--- config.mk ---
export PLATFORM = sky130hd
export DESIGN_NAME = ceiij_exec
export DESIGN_NICKNAME = d
export VERILOG_FILES = /design/src/ceiij_pkg.sv /design/src/ceiij_alu_if.sv /design/src/ceiij_alu.sv /design/src/ceiij_exec.sv
export VERILOG_INCLUDE_DIRS = /design/src
export SDC_FILE = /design/constraint.sdc
export NUM_CORES = 1
export LEC_CHECK = 0
export ABC_CLOCK_PERIOD_IN_PS = 8900
export BUFFER_PORTS_ARGS = -buffer_cell sky130_fd_sc_hd__buf_2
export CORE_ASPECT_RATIO = 1.25
export CORE_MARGIN = 8
export CORE_UTILIZATION = 35
export DETAILED_ROUTE_END_ITERATION = 7
export GPL_TIMING_DRIVEN = 0
export SETUP_SLACK_MARGIN = 0.5
export SKIP_LAST_GASP = 1
export SLEW_MARGIN = 20
export SYNTH_ARGS = -nofsm -noshare
export SYNTH_HDL_FRONTEND = slang
export SYNTH_HIERARCHICAL = 1
export SYNTH_SLANG_ARGS = --single-unit
--- constraint.sdc ---
create_clock -name clock -period 8.9 [get_ports clock]
set_input_delay 1.78 -clock clock [delete_from_list [all_inputs] [get_ports clock]]
set_output_delay 1.78 -clock clock [all_outputs]
set_load 0.02 [all_outputs]
--- src/ceiij_defs.svh ---
`ifndef CEIIJ_DEFS_SVH
`define CEIIJ_DEFS_SVH
// ----------------------------------------
// register indices on the plain port
// ----------------------------------------
`define CEIIJ_R_CMD    4'h0
`define CEIIJ_R_STAT   4'h1
`define CEIIJ_R_FLAGS  4'h2
`define CEIIJ_R_IPTR   4'h3
`define CEIIJ_R_CSEG   4'h4
`define CEIIJ_R_SPTR   4'h5
`define CEIIJ_R_SSEG   4'h6
`define CEIIJ_R_DIDX   4'h7
`define CEIIJ_R_ESEG   4'h8
`define CEIIJ_R_PNUM   4'h9
`define CEIIJ_R_CNT    4'hA
`define CEIIJ_R_OPND   4'hB
// ----------------------------------------
// command and flag field positions
// ----------------------------------------
`define CEIIJ_CMD_WORD 3
`define CEIIJ_CMD_REP  4
`define CEIIJ_FB_CARRY 0
`define CEIIJ_FB_PAR   2
`define CEIIJ_FB_AUX   4
`define CEIIJ_FB_ZERO  6
`define CEIIJ_FB_SIGN  7
`define CEIIJ_FB_STEP  8
`define CEIIJ_FB_IEN   9
`define CEIIJ_FB_DIR   10
`define CEIIJ_FB_OVF   11
`define CEIIJ_FLAGS_MASK 16'h0FD5
// ----------------------------------------
// reset values, lengths, vectors
// ----------------------------------------
`define CEIIJ_RST_WORD 16'h0000
`define CEIIJ_LEN_ONE  16'h0001
`define CEIIJ_LEN_TWO  16'h0002
`define CEIIJ_STK_STEP 16'h0002
`define CEIIJ_VEC_SEG  16'h0002
`define CEIIJ_BRK_TYPE 8'h03
`define CEIIJ_OVF_TYPE 8'h04
`endif

--- src/ceiij_pkg.sv ---
package ceiij_pkg;
  // ----------------------------------------
  // command and state types
  // ----------------------------------------
  typedef enum logic [2:0] {
    OP_INC = 3'h0, OP_PORT_IN = 3'h1, OP_TRAP = 3'h2, OP_TRAP_BRK = 3'h3,
    OP_TRAP_OVF = 3'h4, OP_TRAP_RET = 3'h5, OP_BRANCH = 3'h6, OP_NONE = 3'h7
  } ceiij_op_e;

  typedef enum logic [2:0] {
    C_ABOVE = 3'h0, C_ABOVE_EQ = 3'h1, C_BELOW = 3'h2, C_BELOW_EQ = 3'h3,
    C_EQUAL = 3'h4, C_GREATER = 3'h5, C_GREATER_EQ = 3'h6, C_COUNT_ZERO = 3'h7
  } ceiij_cond_e;

  typedef enum logic [3:0] {
    ST_IDLE, ST_IO_RD, ST_MEM_WR, ST_PUSH_FL, ST_PUSH_SEG, ST_VEC_SEG,
    ST_PUSH_PTR, ST_VEC_PTR, ST_POP_PTR, ST_POP_SEG, ST_POP_FL
  } ceiij_st_e;

  typedef struct packed {
    ceiij_st_e   st;
    logic [15:0] flags, iptr, cseg, sptr, sseg, didx, eseg, pnum, cnt, opnd;
    logic [15:0] vec, rdata, bwdata;
    logic [19:0] baddr;
    logic        word, rep, taken, breq, bwe, bio, bword;
  } ceiij_state_s;
endpackage : ceiij_pkg

--- src/ceiij_alu_if.sv ---
interface ceiij_alu_if;
  logic [15:0]        opnd;
  logic               word;
  logic [15:0]        flags;
  logic [15:0]        cnt;
  ceiij_pkg::ceiij_cond_e cond;
  logic [15:0]        sum;
  logic [15:0]        flags_inc;
  logic               taken;
  modport exec (output opnd, word, flags, cnt, cond, input sum, flags_inc, taken);
  modport alu  (input opnd, word, flags, cnt, cond, output sum, flags_inc, taken);
endinterface : ceiij_alu_if

--- src/ceiij_alu.sv ---
`include "ceiij_defs.svh"
module ceiij_alu (
  ceiij_alu_if.alu a
);
  logic [15:0] s;
  logic        cy, zr, sg, ov;

  // ----------------------------------------
  // add-one with flag update
  // ----------------------------------------
  always_comb begin
    s = a.opnd + 16'h0001;
    if (!a.word) begin
      s[15:8] = a.opnd[15:8]; // byte form keeps the upper half
    end
    a.sum = s;
    a.flags_inc = a.flags; // carry stays as it was
    a.flags_inc[`CEIIJ_FB_AUX] = (a.opnd[3:0] == 4'hF);
    a.flags_inc[`CEIIJ_FB_PAR] = ~^s[7:0];
    a.flags_inc[`CEIIJ_FB_ZERO] = a.word ? (s == 16'h0000) : (s[7:0] == 8'h00);
    a.flags_inc[`CEIIJ_FB_SIGN] = a.word ? s[15] : s[7];
    a.flags_inc[`CEIIJ_FB_OVF] = a.word ? (a.opnd == 16'h7FFF)
                                        : (a.opnd[7:0] == 8'h7F);
  end

  // ----------------------------------------
  // branch condition test, flags only read
  // ----------------------------------------
  always_comb begin
    cy = a.flags[`CEIIJ_FB_CARRY];
    zr = a.flags[`CEIIJ_FB_ZERO];
    sg = a.flags[`CEIIJ_FB_SIGN];
    ov = a.flags[`CEIIJ_FB_OVF];
    case (a.cond)
      ceiij_pkg::C_ABOVE:      a.taken = !cy || !zr; // printed form kept
      ceiij_pkg::C_ABOVE_EQ:   a.taken = !cy;
      ceiij_pkg::C_BELOW:      a.taken = cy;
      ceiij_pkg::C_BELOW_EQ:   a.taken = cy || zr;
      ceiij_pkg::C_EQUAL:      a.taken = zr;
      ceiij_pkg::C_GREATER:    a.taken = (sg == ov) && !zr;
      ceiij_pkg::C_GREATER_EQ: a.taken = (sg == ov);
      ceiij_pkg::C_COUNT_ZERO: a.taken = (a.cnt == 16'h0000);
      default:                 a.taken = 1'b0;
    endcase
  end
endmodule : ceiij_alu

--- src/ceiij_exec.sv ---
// Behaviour
// - add-one on byte or word sets aux, overflow, parity, sign, zero; carry kept.
// - port block input reads port at port number, writes extra segment:dest index.
// - dest index steps 1 or 2 per transfer, down when direction flag set.
// - port block input works singly or repeated, one transfer per repetition.
// - trap pushes flags word below stack, then clears single-step and enable.
// - trap then pushes code segment and loads it from type*4+2.
// - trap finally pushes instruction pointer and loads it from type*4.
// - a one-byte breakpoint form implies trap type 3.
// - overflow trap with overflow set is type 4, vectors 10H and 12H.
// - overflow trap with overflow clear does nothing but advance.
// - trap return pops pointer, segment, flags, stack up 2 after each.
// - taken branch adds sign-extended displacement; branches change no flags.
// - above branch taken when carry clear or zero clear, as printed.
// - above-or-equal branch taken when carry clear.
// - below and carry branches taken when carry set.
// - below-or-equal branch taken when carry set or zero set.
// - count-zero branch taken when count is 0, count left alone.
// - equal branch taken when zero flag set.
// - greater branch taken when sign equals overflow and zero clear.
// - greater-or-equal branch taken when sign equals overflow.
//
// The implementer's own choices: the address map and strobed register access.
`include "ceiij_defs.svh"
module ceiij_exec #(
  parameter int REG_AW = 4
) (
  input  wire logic        clock,
  input  wire logic        rst,
  input  wire logic [REG_AW-1:0] reg_addr,
  input  wire logic [15:0] reg_wdata,
  input  wire logic        reg_wr,
  input  wire logic        reg_rd,
  output      logic [15:0] reg_rdata,
  output      logic        bus_req,
  output      logic        bus_we,
  output      logic        bus_io,
  output      logic        bus_word,
  output      logic [19:0] bus_addr,
  output      logic [15:0] bus_wdata,
  input  wire logic        bus_ack,
  input  wire logic [15:0] bus_rdata,
  output      logic        busy
);
  // ----------------------------------------
  // elaboration check
  // ----------------------------------------
  if (REG_AW < 4) begin : g_bad_aw
    $error("reg_addr must be at least 4 bits wide");
  end

  // ----------------------------------------
  // helpers
  // ----------------------------------------
  // segment times 16 plus offset, wraps at 1 MiB
  function automatic logic [19:0] phys(input logic [15:0] seg,
                                       input logic [15:0] ofs);
    phys = {seg, 4'h0} + {4'h0, ofs};
  endfunction : phys

  // trap type times four gives the pointer slot
  function automatic logic [15:0] vec_of(input logic [7:0] ty);
    vec_of = {6'h00, ty, 2'b00};
  endfunction : vec_of

  // ----------------------------------------
  // state and the shared flag unit
  // ----------------------------------------
  localparam ceiij_pkg::ceiij_state_s RST_S = '{
    st: ceiij_pkg::ST_IDLE, flags: `CEIIJ_RST_WORD, iptr: `CEIIJ_RST_WORD,
    cseg: `CEIIJ_RST_WORD, sptr: `CEIIJ_RST_WORD, sseg: `CEIIJ_RST_WORD,
    didx: `CEIIJ_RST_WORD, eseg: `CEIIJ_RST_WORD, pnum: `CEIIJ_RST_WORD,
    cnt: `CEIIJ_RST_WORD, opnd: `CEIIJ_RST_WORD, vec: `CEIIJ_RST_WORD,
    rdata: `CEIIJ_RST_WORD, bwdata: `CEIIJ_RST_WORD, baddr: 20'h00000,
    word: 1'b0, rep: 1'b0, taken: 1'b0, breq: 1'b0, bwe: 1'b0, bio: 1'b0,
    bword: 1'b0
  };

  ceiij_pkg::ceiij_state_s q, n;
  ceiij_pkg::ceiij_op_e    op;
  ceiij_alu_if             au ();
  logic        idle;
  logic [15:0] delta;
  logic [15:0] nxt_cnt;
  logic [15:0] disp;
  logic [7:0]  ty;

  ceiij_alu u_alu (
    .a (au)
  );

  // the flag unit sees the stored operand and flags; command fields drive cond
  assign au.opnd  = q.opnd;
  assign au.word  = reg_wdata[`CEIIJ_CMD_WORD];
  assign au.flags = q.flags;
  assign au.cnt   = q.cnt;
  assign au.cond  = ceiij_pkg::ceiij_cond_e'(reg_wdata[7:5]);

  assign idle = (q.st == ceiij_pkg::ST_IDLE);
  assign op   = ceiij_pkg::ceiij_op_e'(reg_wdata[2:0]);
  assign disp = {{8{reg_wdata[15]}}, reg_wdata[15:8]};
  assign delta = q.word ? `CEIIJ_LEN_TWO : `CEIIJ_LEN_ONE;
  assign nxt_cnt = q.cnt - `CEIIJ_LEN_ONE;

  // ----------------------------------------
  // outputs, all from the state flops
  // ----------------------------------------
  assign reg_rdata = q.rdata;
  assign bus_req   = q.breq;
  assign bus_we    = q.bwe;
  assign bus_io    = q.bio;
  assign bus_word  = q.bword;
  assign bus_addr  = q.baddr;
  assign bus_wdata = q.bwdata;
  assign busy      = !idle;

  // ----------------------------------------
  // next state
  // ----------------------------------------
  always_comb begin
    n = q;
    ty = reg_wdata[15:8];
    // read data stand one cycle only, zero otherwise
    n.rdata = 16'h0000;
    if (reg_rd) begin
      case (reg_addr[3:0])
        `CEIIJ_R_STAT:  n.rdata = {14'h0000, q.taken, !idle};
        `CEIIJ_R_FLAGS: n.rdata = q.flags;
        `CEIIJ_R_IPTR:  n.rdata = q.iptr;
        `CEIIJ_R_CSEG:  n.rdata = q.cseg;
        `CEIIJ_R_SPTR:  n.rdata = q.sptr;
        `CEIIJ_R_SSEG:  n.rdata = q.sseg;
        `CEIIJ_R_DIDX:  n.rdata = q.didx;
        `CEIIJ_R_ESEG:  n.rdata = q.eseg;
        `CEIIJ_R_PNUM:  n.rdata = q.pnum;
        `CEIIJ_R_CNT:   n.rdata = q.cnt;
        `CEIIJ_R_OPND:  n.rdata = q.opnd;
        default:        n.rdata = 16'h0000;
      endcase
    end

    // register writes and command start, only while idle
    // (a running sequence owns the architectural state)
    if (reg_wr && idle) begin
      case (reg_addr[3:0])
        `CEIIJ_R_FLAGS: n.flags = reg_wdata & `CEIIJ_FLAGS_MASK;
        `CEIIJ_R_IPTR:  n.iptr = reg_wdata;
        `CEIIJ_R_CSEG:  n.cseg = reg_wdata;
        `CEIIJ_R_SPTR:  n.sptr = reg_wdata;
        `CEIIJ_R_SSEG:  n.sseg = reg_wdata;
        `CEIIJ_R_DIDX:  n.didx = reg_wdata;
        `CEIIJ_R_ESEG:  n.eseg = reg_wdata;
        `CEIIJ_R_PNUM:  n.pnum = reg_wdata;
        `CEIIJ_R_CNT:   n.cnt = reg_wdata;
        `CEIIJ_R_OPND:  n.opnd = reg_wdata;
        `CEIIJ_R_CMD: begin
          n.word = reg_wdata[`CEIIJ_CMD_WORD];
          n.rep  = reg_wdata[`CEIIJ_CMD_REP];
          n.taken = 1'b0;
          case (op)
            ceiij_pkg::OP_INC: begin
              n.opnd  = au.sum;
              n.flags = au.flags_inc;
              n.iptr  = q.iptr + `CEIIJ_LEN_ONE;
            end
            ceiij_pkg::OP_BRANCH: begin
              n.taken = au.taken;
              // flags untouched on both paths
              if (au.taken) begin
                n.iptr = q.iptr + `CEIIJ_LEN_TWO + disp;
              end else begin
                n.iptr = q.iptr + `CEIIJ_LEN_TWO;
              end
            end
            ceiij_pkg::OP_PORT_IN: begin
              n.iptr = q.iptr + `CEIIJ_LEN_ONE;
              // repeated with zero count: no transfer at all
              if (!(reg_wdata[`CEIIJ_CMD_REP] && q.cnt == 16'h0000)) begin
                n.st = ceiij_pkg::ST_IO_RD;
                n.breq = 1'b1;
                n.bwe = 1'b0;
                n.bio = 1'b1;
                n.bword = reg_wdata[`CEIIJ_CMD_WORD];
                n.baddr = {4'h0, q.pnum};
              end
            end
            ceiij_pkg::OP_TRAP, ceiij_pkg::OP_TRAP_BRK, ceiij_pkg::OP_TRAP_OVF: begin
              if (op == ceiij_pkg::OP_TRAP) begin
                n.iptr = q.iptr + `CEIIJ_LEN_TWO;
              end else begin
                n.iptr = q.iptr + `CEIIJ_LEN_ONE; // one-byte forms
              end
              if (op == ceiij_pkg::OP_TRAP_BRK) begin
                ty = `CEIIJ_BRK_TYPE;
              end else if (op == ceiij_pkg::OP_TRAP_OVF) begin
                ty = `CEIIJ_OVF_TYPE; // slots 10H and 12H
              end
              n.vec = vec_of(ty);
              // overflow clear: only the pointer moves
              if (op != ceiij_pkg::OP_TRAP_OVF || q.flags[`CEIIJ_FB_OVF]) begin
                n.st = ceiij_pkg::ST_PUSH_FL;
                n.sptr = q.sptr - `CEIIJ_STK_STEP;
                n.breq = 1'b1;
                n.bwe = 1'b1;
                n.bio = 1'b0;
                n.bword = 1'b1;
                n.baddr = phys(q.sseg, q.sptr - `CEIIJ_STK_STEP);
                n.bwdata = q.flags;
              end
            end
            ceiij_pkg::OP_TRAP_RET: begin
              n.st = ceiij_pkg::ST_POP_PTR;
              n.breq = 1'b1;
              n.bwe = 1'b0;
              n.bio = 1'b0;
              n.bword = 1'b1;
              n.baddr = phys(q.sseg, q.sptr);
            end
            default: begin
              n.taken = 1'b0;
            end
          endcase
        end
        default: begin
          n.taken = q.taken;
        end
      endcase
    end

    // bus sequences advance on each acknowledge
    if (q.breq && bus_ack) begin
      n.breq = 1'b0;
      case (q.st)
        ceiij_pkg::ST_IO_RD: begin
          n.st = ceiij_pkg::ST_MEM_WR;
          n.breq = 1'b1;
          n.bwe = 1'b1;
          n.bio = 1'b0;
          n.baddr = phys(q.eseg, q.didx); // no override possible
          n.bwdata = bus_rdata;
        end
        ceiij_pkg::ST_MEM_WR: begin
          if (q.flags[`CEIIJ_FB_DIR]) begin
            n.didx = q.didx - delta;
          end else begin
            n.didx = q.didx + delta;
          end
          n.st = ceiij_pkg::ST_IDLE;
          if (q.rep) begin
            n.cnt = nxt_cnt;
            if (nxt_cnt != 16'h0000) begin
              n.st = ceiij_pkg::ST_IO_RD;
              n.breq = 1'b1;
              n.bwe = 1'b0;
              n.bio = 1'b1;
              n.baddr = {4'h0, q.pnum};
            end
          end
        end
        ceiij_pkg::ST_PUSH_FL: begin
          n.flags[`CEIIJ_FB_STEP] = 1'b0;
          n.flags[`CEIIJ_FB_IEN]  = 1'b0;
          n.st = ceiij_pkg::ST_PUSH_SEG;
          n.sptr = q.sptr - `CEIIJ_STK_STEP;
          n.breq = 1'b1;
          n.baddr = phys(q.sseg, q.sptr - `CEIIJ_STK_STEP);
          n.bwdata = q.cseg;
        end
        ceiij_pkg::ST_PUSH_SEG: begin
          n.st = ceiij_pkg::ST_VEC_SEG;
          n.breq = 1'b1;
          n.bwe = 1'b0;
          n.baddr = {4'h0, q.vec + `CEIIJ_VEC_SEG};
        end
        ceiij_pkg::ST_VEC_SEG: begin
          n.cseg = bus_rdata;
          n.st = ceiij_pkg::ST_PUSH_PTR;
          n.sptr = q.sptr - `CEIIJ_STK_STEP;
          n.breq = 1'b1;
          n.bwe = 1'b1;
          n.baddr = phys(q.sseg, q.sptr - `CEIIJ_STK_STEP);
          n.bwdata = q.iptr;
        end
        ceiij_pkg::ST_PUSH_PTR: begin
          n.st = ceiij_pkg::ST_VEC_PTR;
          n.breq = 1'b1;
          n.bwe = 1'b0;
          n.baddr = {4'h0, q.vec};
        end
        ceiij_pkg::ST_VEC_PTR: begin
          n.iptr = bus_rdata;
          n.st = ceiij_pkg::ST_IDLE;
        end
        ceiij_pkg::ST_POP_PTR: begin
          n.iptr = bus_rdata;
          n.sptr = q.sptr + `CEIIJ_STK_STEP;
          n.st = ceiij_pkg::ST_POP_SEG;
          n.breq = 1'b1;
          n.baddr = phys(q.sseg, q.sptr + `CEIIJ_STK_STEP);
        end
        ceiij_pkg::ST_POP_SEG: begin
          n.cseg = bus_rdata;
          n.sptr = q.sptr + `CEIIJ_STK_STEP;
          n.st = ceiij_pkg::ST_POP_FL;
          n.breq = 1'b1;
          n.baddr = phys(q.sseg, q.sptr + `CEIIJ_STK_STEP);
        end
        ceiij_pkg::ST_POP_FL: begin
          n.flags = bus_rdata & `CEIIJ_FLAGS_MASK; // every flag restored
          n.sptr = q.sptr + `CEIIJ_STK_STEP;
          n.st = ceiij_pkg::ST_IDLE;
        end
        default: begin
          n.st = ceiij_pkg::ST_IDLE;
        end
      endcase
    end
  end

  // ----------------------------------------
  // state register
  // ----------------------------------------
  always_ff @(posedge clock or posedge rst) begin
    if (rst) begin
      q <= RST_S;
    end else begin
      q <= n;
    end
  end
endmodule : ceiij_exec

==> flow_summary.ini, run 1 <==
[status]
status = finished with violations
violations = design-rule violations

[worst_setup_path]
crit_path_top_delay_cell = o31ai_1
cp_data_arrival_time_ns = 5.96
crit_path_end_kind = flip-flop
startpoint_type = flip-flop
worstSetupPathType = flip-flop to flip-flop
path_cells = clkbuf_1, inv_1, ha_1, clkbuf_1, nand2b_1, nor2_1, xnor2_1, inv_1, fa_1, a21o_1, a21oi_1, o21ai_0, nand4_1, nand2_1, o31ai_1, mux2_2, a221oi_1, o22ai_1
critical-path-top-delay-family = compound AO/OA/AOI/OAI gates
cpPeakStageDelay_ns = 0.89
crit_buf_inv = 4
critPathMaxFanout = 10
critPathRequiredTime_ns = 9.33

[synth]
syn_area_mm2 = 0.0189
synth_seq_cells = 231
syn_inst = 2260
synth_ff_type = dfrtp_1
synth_edf_count = 0
seq_area_frac_synth_pct = 30.7
ys_async_sr_fraction_pct = 100
synth.avg_cell_area_um2 = 8.34
synthesis.nets = 2400
netlist-cell-type-count = 84
ys_warn_count = 6

[timing]
slew_headroom_pct = 21.1
whs_ns = 0.493
worst_pin_slew_ns = 1.18
fin_worst_skew_ns = 0.0185
max_freq_mhz = 181
layout_setup_ws_ns = 3.38
rsz0062_at_grt = no
drv_slew = 0
tns_ns = 0
min_period_over_period_pct = 62.1
post-route-min-period_ns = 5.52
setup_viol = 0
hold_viol_final = 0

[grt]
grt_pass1_wl_um = 134000
grt_pass1_vias = 19100
grt_overflow_total = 0
antenna_found_initial = 5
grt_max_degree = 86
gr-usage-all-layers_pct = 29.4

[power_and_ir_drop]
power_mw = 2.45
powerDensity_mw_per_mm2 = 115
p_leak_nw = 9.73
max-vdd-ir-drop_mv = 0.125

[clock_network]
cts_resized = 0
cts_hold_buf = 0
tritoncts = built
clk_pin_slew_worst_paths_ns = 0.06
htree_levels = 1
clk_path_buf_depth = 3
clock-sinks = 231
numCtsBuffers = 27
clock_latency_ns = 0.59
clockRootBuffer = clkbuf_16
post_cts_buffers = 0

[die]
die_w_um = 224
dieHeight_um = 276
start_util_pct = 35.3
die-area_mm2 = 0.0616
rows = 95
core_region_area_mm2 = 0.0535
io_pins = 98

[cells_and_area]
fin_cells = 3090
final_common_cell = nand2_1
final_layout_size_suffix_gt1_share_pct = 14.1
final_cell_mix = nand2_1 (256), dfrtp_1 (231), o21ai_0 (174)
fill_cells = 5541
postLayoutCoreUtil_pct = 39.7
final_area_mm2 = 0.0212
fin_nets = 2530
syn2layout_area_growth_pct = 12.7

[placement]
dpl_worst_slack_ns = 3.54
gp_congestion = 0.986
dpl.cell_count = 3040
dp_hpwl_um = 72300
io_buffers = 94
place_area_mm2 = 0.0203

[flow_run]
maxCapViolations = 0

[routing]
drtIter0Drc = 2449
drt-met1-wl_um = 34400
vias = 19700
wl_met2_um = 42100
first_pass_iters = 8
top_layer_used = met5
drc = 1
drt-total-wl_um = 93500
wl_met3_um = 7670
wl_per_cell_um = 30.2
ant_nets = 0
viasPerCell = 6.37

[worst_hold_path]
hp-class = flip-flop to flip-flop
-- logic make-up (layout without fill, tap and decap cells) --
| group | after synthesis | count (layout) | share of synthesized area, % |
|---|---|---|---|
| AND/OR/NAND/NOR | 639 | 639 | 15.9 |
| other | 0 | 1 | 0 |
| adder cells (fa/ha/maj) | 99 | 99 | 6.81 |
| XOR/XNOR | 131 | 131 | 6.16 |
| buffers and inverters | 298 | 448 | 7.42 |
| flip-flops | 231 | 231 | 30.7 |
| AO/OA/AOI/OAI | 741 | 741 | 26.3 |
| multiplexers | 121 | 121 | 6.83 |
-- metal layers --
metal / vias to the layer above / GRT usage (%)
li1: 8553 / -
met1: 9594 / 34.4
met2: 1177 / 47.4
met3: 357 / 4.55
met4: 6 / 24.5
met5: - / 0
-- flip-flops by register name, indices dropped and copies added, names as in the netlist --
register / flops
bus_addr: 20
au.opnd: 16
bus_req: 1
q: 127
bus_wdata: 16
bus_io: 1
reg_rdata: 16
au.cnt: 16
bus_word: 1
au.flags: 16
bus_we: 1
-- path summary, 6_finish.rpt --
check                      startpoint  slack, ns  cells past startpoint           end
hold reg to reg              bus_word       0.49                      2      bus_word
setup / recovery               q[172]       3.38                     18  bus_addr[18]
min in group asynchronous         rst       1.25                      2        q[119]
hold / removal               bus_word       0.49                      2      bus_word
setup reg to reg               q[172]       3.38                     18  bus_addr[18]
max in group asynchronous         rst       6.73                      3        q[217]
-- cell type report --
| type | count | area (µm²) | share of cell area [%] |
|---|---|---|---|
| plain buffers | 229 | 1150 | 5.40 |
| well taps | 679 | 850 | 4.00 |
| inverters | 69 | 267 | 1.25 |
| diodes | 1 | 2.50 | 0.0118 |
| multi-input cells | 1731 | 11700 | 55.1 |
| clock inverters | 13 | 173 | 0.813 |
| flip-flops and latches | 231 | 5780 | 27.2 |
| repair buffers | 101 | 564 | 2.66 |
| clock buffers | 36 | 759 | 3.57 |
-- worst register-to-register path: cells and delay by family, from the launching register on --
| kind | cells | cell delay (ns) |
|---|---|---|
| compound gates | 6 | 1.96 |
| xor+xnor | 1 | 0.25 |
| fa+ha+maj | 2 | 0.67 |
| buf+inv | 4 | 1.17 |
| flops | 1 | 0.35 |
| mux | 1 | 0.44 |
| simple gates | 4 | 0.52 |
-- Yosys cell counts (18+ instances only) --
| cell | count | share of area, % |
|---|---|---|
| a21o_1 | 23 | 0.92 |
| a21oi_1 | 145 | 3.8 |
| a221oi_1 | 54 | 2.5 |
| a222oi_1 | 29 | 1.5 |
| a22o_1 | 26 | 1.2 |
| a22oi_1 | 61 | 2.4 |
| a31oi_1 | 46 | 1.5 |
| and3_1 | 18 | 0.60 |
| buf_4 | 63 | 2.5 |
| clkbuf_1 | 138 | 2.7 |
| dfrtp_1 | 231 | 31 |
| ha_1 | 93 | 6.2 |
| inv_1 | 66 | 1.3 |
| mux2_2 | 62 | 3.7 |
| mux2i_1 | 59 | 3.1 |
| nand2_1 | 256 | 5.1 |
| nand2b_1 | 18 | 0.60 |
| nand3_1 | 40 | 1.1 |
| nor2_1 | 158 | 3.1 |
| nor3_1 | 41 | 1.1 |
| o21a_1 | 18 | 0.72 |
| o21ai_0 | 175 | 4.6 |
| o22ai_1 | 28 | 0.93 |
| xnor2_1 | 70 | 3.3 |
| xor2_1 | 59 | 2.7 |
-- power by group --
part | internal [mW] | switching [mW]
clock network | 0.713 | 0.505
logic | 0.0400 | 0.137
registers | 1.05 | 0.000181
total | 1.80 | 0.643
Note: power is estimated with default switching activity, not from simulation.
==> run 2: changes to the inputs <==
ABC_CLOCK_PERIOD_IN_PS = 5200   (was 8900)
clock period = 5.2 ns   (was 8.9 ns; I/O delays follow)
==> flow_summary.ini, run 2 (synthesis gave the netlist of run 1 again) <==
[cells_and_area]
final_common_cell = nand2_1
diodes = 0
final_layout_size_suffix_gt1_share_pct = 15.0
largest_register = q
fin_nets = 2541
final_cell_mix = nand2_1 (256), dfrtp_1 (231), o21ai_0 (174)
fin_cells = 3102
postLayoutCoreUtil_pct = 40.3
syn2layout_area_growth_pct = 14.2
largest_register_ffs = 127

[routing]
wl_per_cell_um = 30.1
ant_nets = 0
vias = 19800
drtIter0Drc = 2423
first_pass_iters = 8
drc = 4
viasPerCell = 6.39
drt-total-wl_um = 93500

[timing]
min_period_over_period_pct = 87.4
worst_pin_slew_ns = 1.20
setup_viol = 0
max_freq_mhz = 220
drv_slew = 0
post-route-min-period_ns = 4.55
slew_headroom_pct = 19.7
rsz0062_at_grt = yes
layout_setup_ws_ns = 0.654
hold_viol_final = 0
fin_worst_skew_ns = 0.0234
whs_ns = 0.465

[die]
die_w_um = 224
io_pins = 98
die-area_mm2 = 0.0616
rows = 95
start_util_pct = 35.3
core_region_area_mm2 = 0.0535
dieHeight_um = 276

[worst_setup_path]
crit_path_top_delay_cell = fa_1
startpoint_type = flip-flop
worstSetupPathType = flip-flop to flip-flop
cpPeakStageDelay_ns = 0.43
crit_path_end_kind = flip-flop
critPathRequiredTime_ns = 5.64
critical-path-top-delay-family = compound AO/OA/AOI/OAI gates
cp_data_arrival_time_ns = 4.98
critPathMaxFanout = 10
path_cells = clkbuf_2, inv_1, ha_1, clkbuf_2, nand2b_1, nor2_1, xnor2_1, inv_1, fa_1, a21o_1, a21oi_1, o21ai_0, nand4_1, nand2_1, o31ai_4, mux2_2, a221oi_1, o22ai_1
crit_buf_inv = 4

[placement]
dpl_worst_slack_ns = -0.106
dpl.cell_count = 3047
dp_hpwl_um = 72600
gp_congestion = 1.00
io_buffers = 94

[clock_network]
tritoncts = built
clock-sinks = 231
clockRootBuffer = clkbuf_16
clk_pin_slew_worst_paths_ns = 0.07
clk_path_buf_depth = 3
htree_levels = 1
clock_latency_ns = 0.60
numCtsBuffers = 28

[status]
violations = design-rule violations
status = finished with violations

[power_and_ir_drop]
p_leak_nw = 9.87
max-vdd-ir-drop_mv = 0.275
powerDensity_mw_per_mm2 = 202

[grt]
grt_pass1_wl_um = 134000
gr-usage-all-layers_pct = 29.5
grt_pass1_vias = 19100
antenna_found_initial = 4
grt_max_degree = 31
grt_overflow_total = 0

[flow_run]
maxCapViolations = 0

[worst_hold_path]
hp-class = input pin to async pin
[run 2: cell count changes in the layout (fill, tap and decap cells not counted), sizes merged]
cell      before  now
inv           70   68
clkinvlp       0    4
clkbuf       174  176
diode          1    0
bufinv         4    5
buf          192  202
clkinv         8    6
[run 2: layout make-up]
cell class | instances | area (µm²)
fillers | 5423 | 32000
multi-input cells | 1731 | 11700
flip-flops and latches | 231 | 5780
plain buffers | 229 | 1150
well taps | 679 | 850
clock buffers | 38 | 830
repair buffers | 111 | 728
inverters | 69 | 263
clock inverters | 14 | 203
[run 2: worst paths after layout]
kind                                from      endpoint  slack, ns  cells past startpoint
worst max-delay path              q[172]  bus_addr[18]       0.65                     18
worst min-delay path                 rst        q[167]       0.47                      2
worst max register to register    q[172]  bus_addr[18]       0.65                     18
worst min register to register  bus_word      bus_word       0.49                      2
max in group asynchronous            rst  bus_wdata[4]       3.62                      6
min in group clock              bus_word      bus_word       0.49                      2
[run 2: per-layer routing]
metal / track usage (%) / vias up / routed length [µm]
met5: 0 / - / 53
met4: 26.9 / 8 / 10200
met3: 5.45 / 391 / 7730
met2: 46.0 / 1206 / 41100
met1: 34.3 / 9634 / 34400
li1: - / 8569 / -
[run 2: report_power, final]
| group | switching, mW | leakage [nW] | internal (mW) |
|---|---|---|---|
| Sequential | 0.000336 | 3.19 | 1.80 |
| Combinational | 0.239 | 6.17 | 0.0793 |
| Clock | 0.884 | 0.505 | 1.36 |
[run 2: worst register-to-register path, cell delays in order (launching register included)]
cell and delay, ns:
dfrtp_1 0.36, clkbuf_2 0.31, inv_1 0.14, ha_1 0.22
clkbuf_2 0.21, nand2b_1 0.20, nor2_1 0.07, xnor2_1 0.23
inv_1 0.14, fa_1 0.43, a21o_1 0.19, a21oi_1 0.28
o21ai_0 0.20, nand4_1 0.14, nand2_1 0.12, o31ai_4 0.32
mux2_2 0.39, a221oi_1 0.30, o22ai_1 0.12
[run 2: what timing repair did]
item	in CTS	in global routing
endpoints found under the setup margin	3	3
buffers inserted	0	2
resized for setup	4	6
hold buffers	0	0
pin swaps	0	1
[run 2: through the flow]
stage	TNS [ns]	instance area (µm²)	power, mW
5_1_grt	0	21500	4.46
3_3_place_gp	-145.21	20200	2.12
4_1_cts	0	21500	4.36
3_5_place_dp	-0.106	20500	2.14
6_report	0	21500	4.36
2_1_floorplan	0	18900	1.98
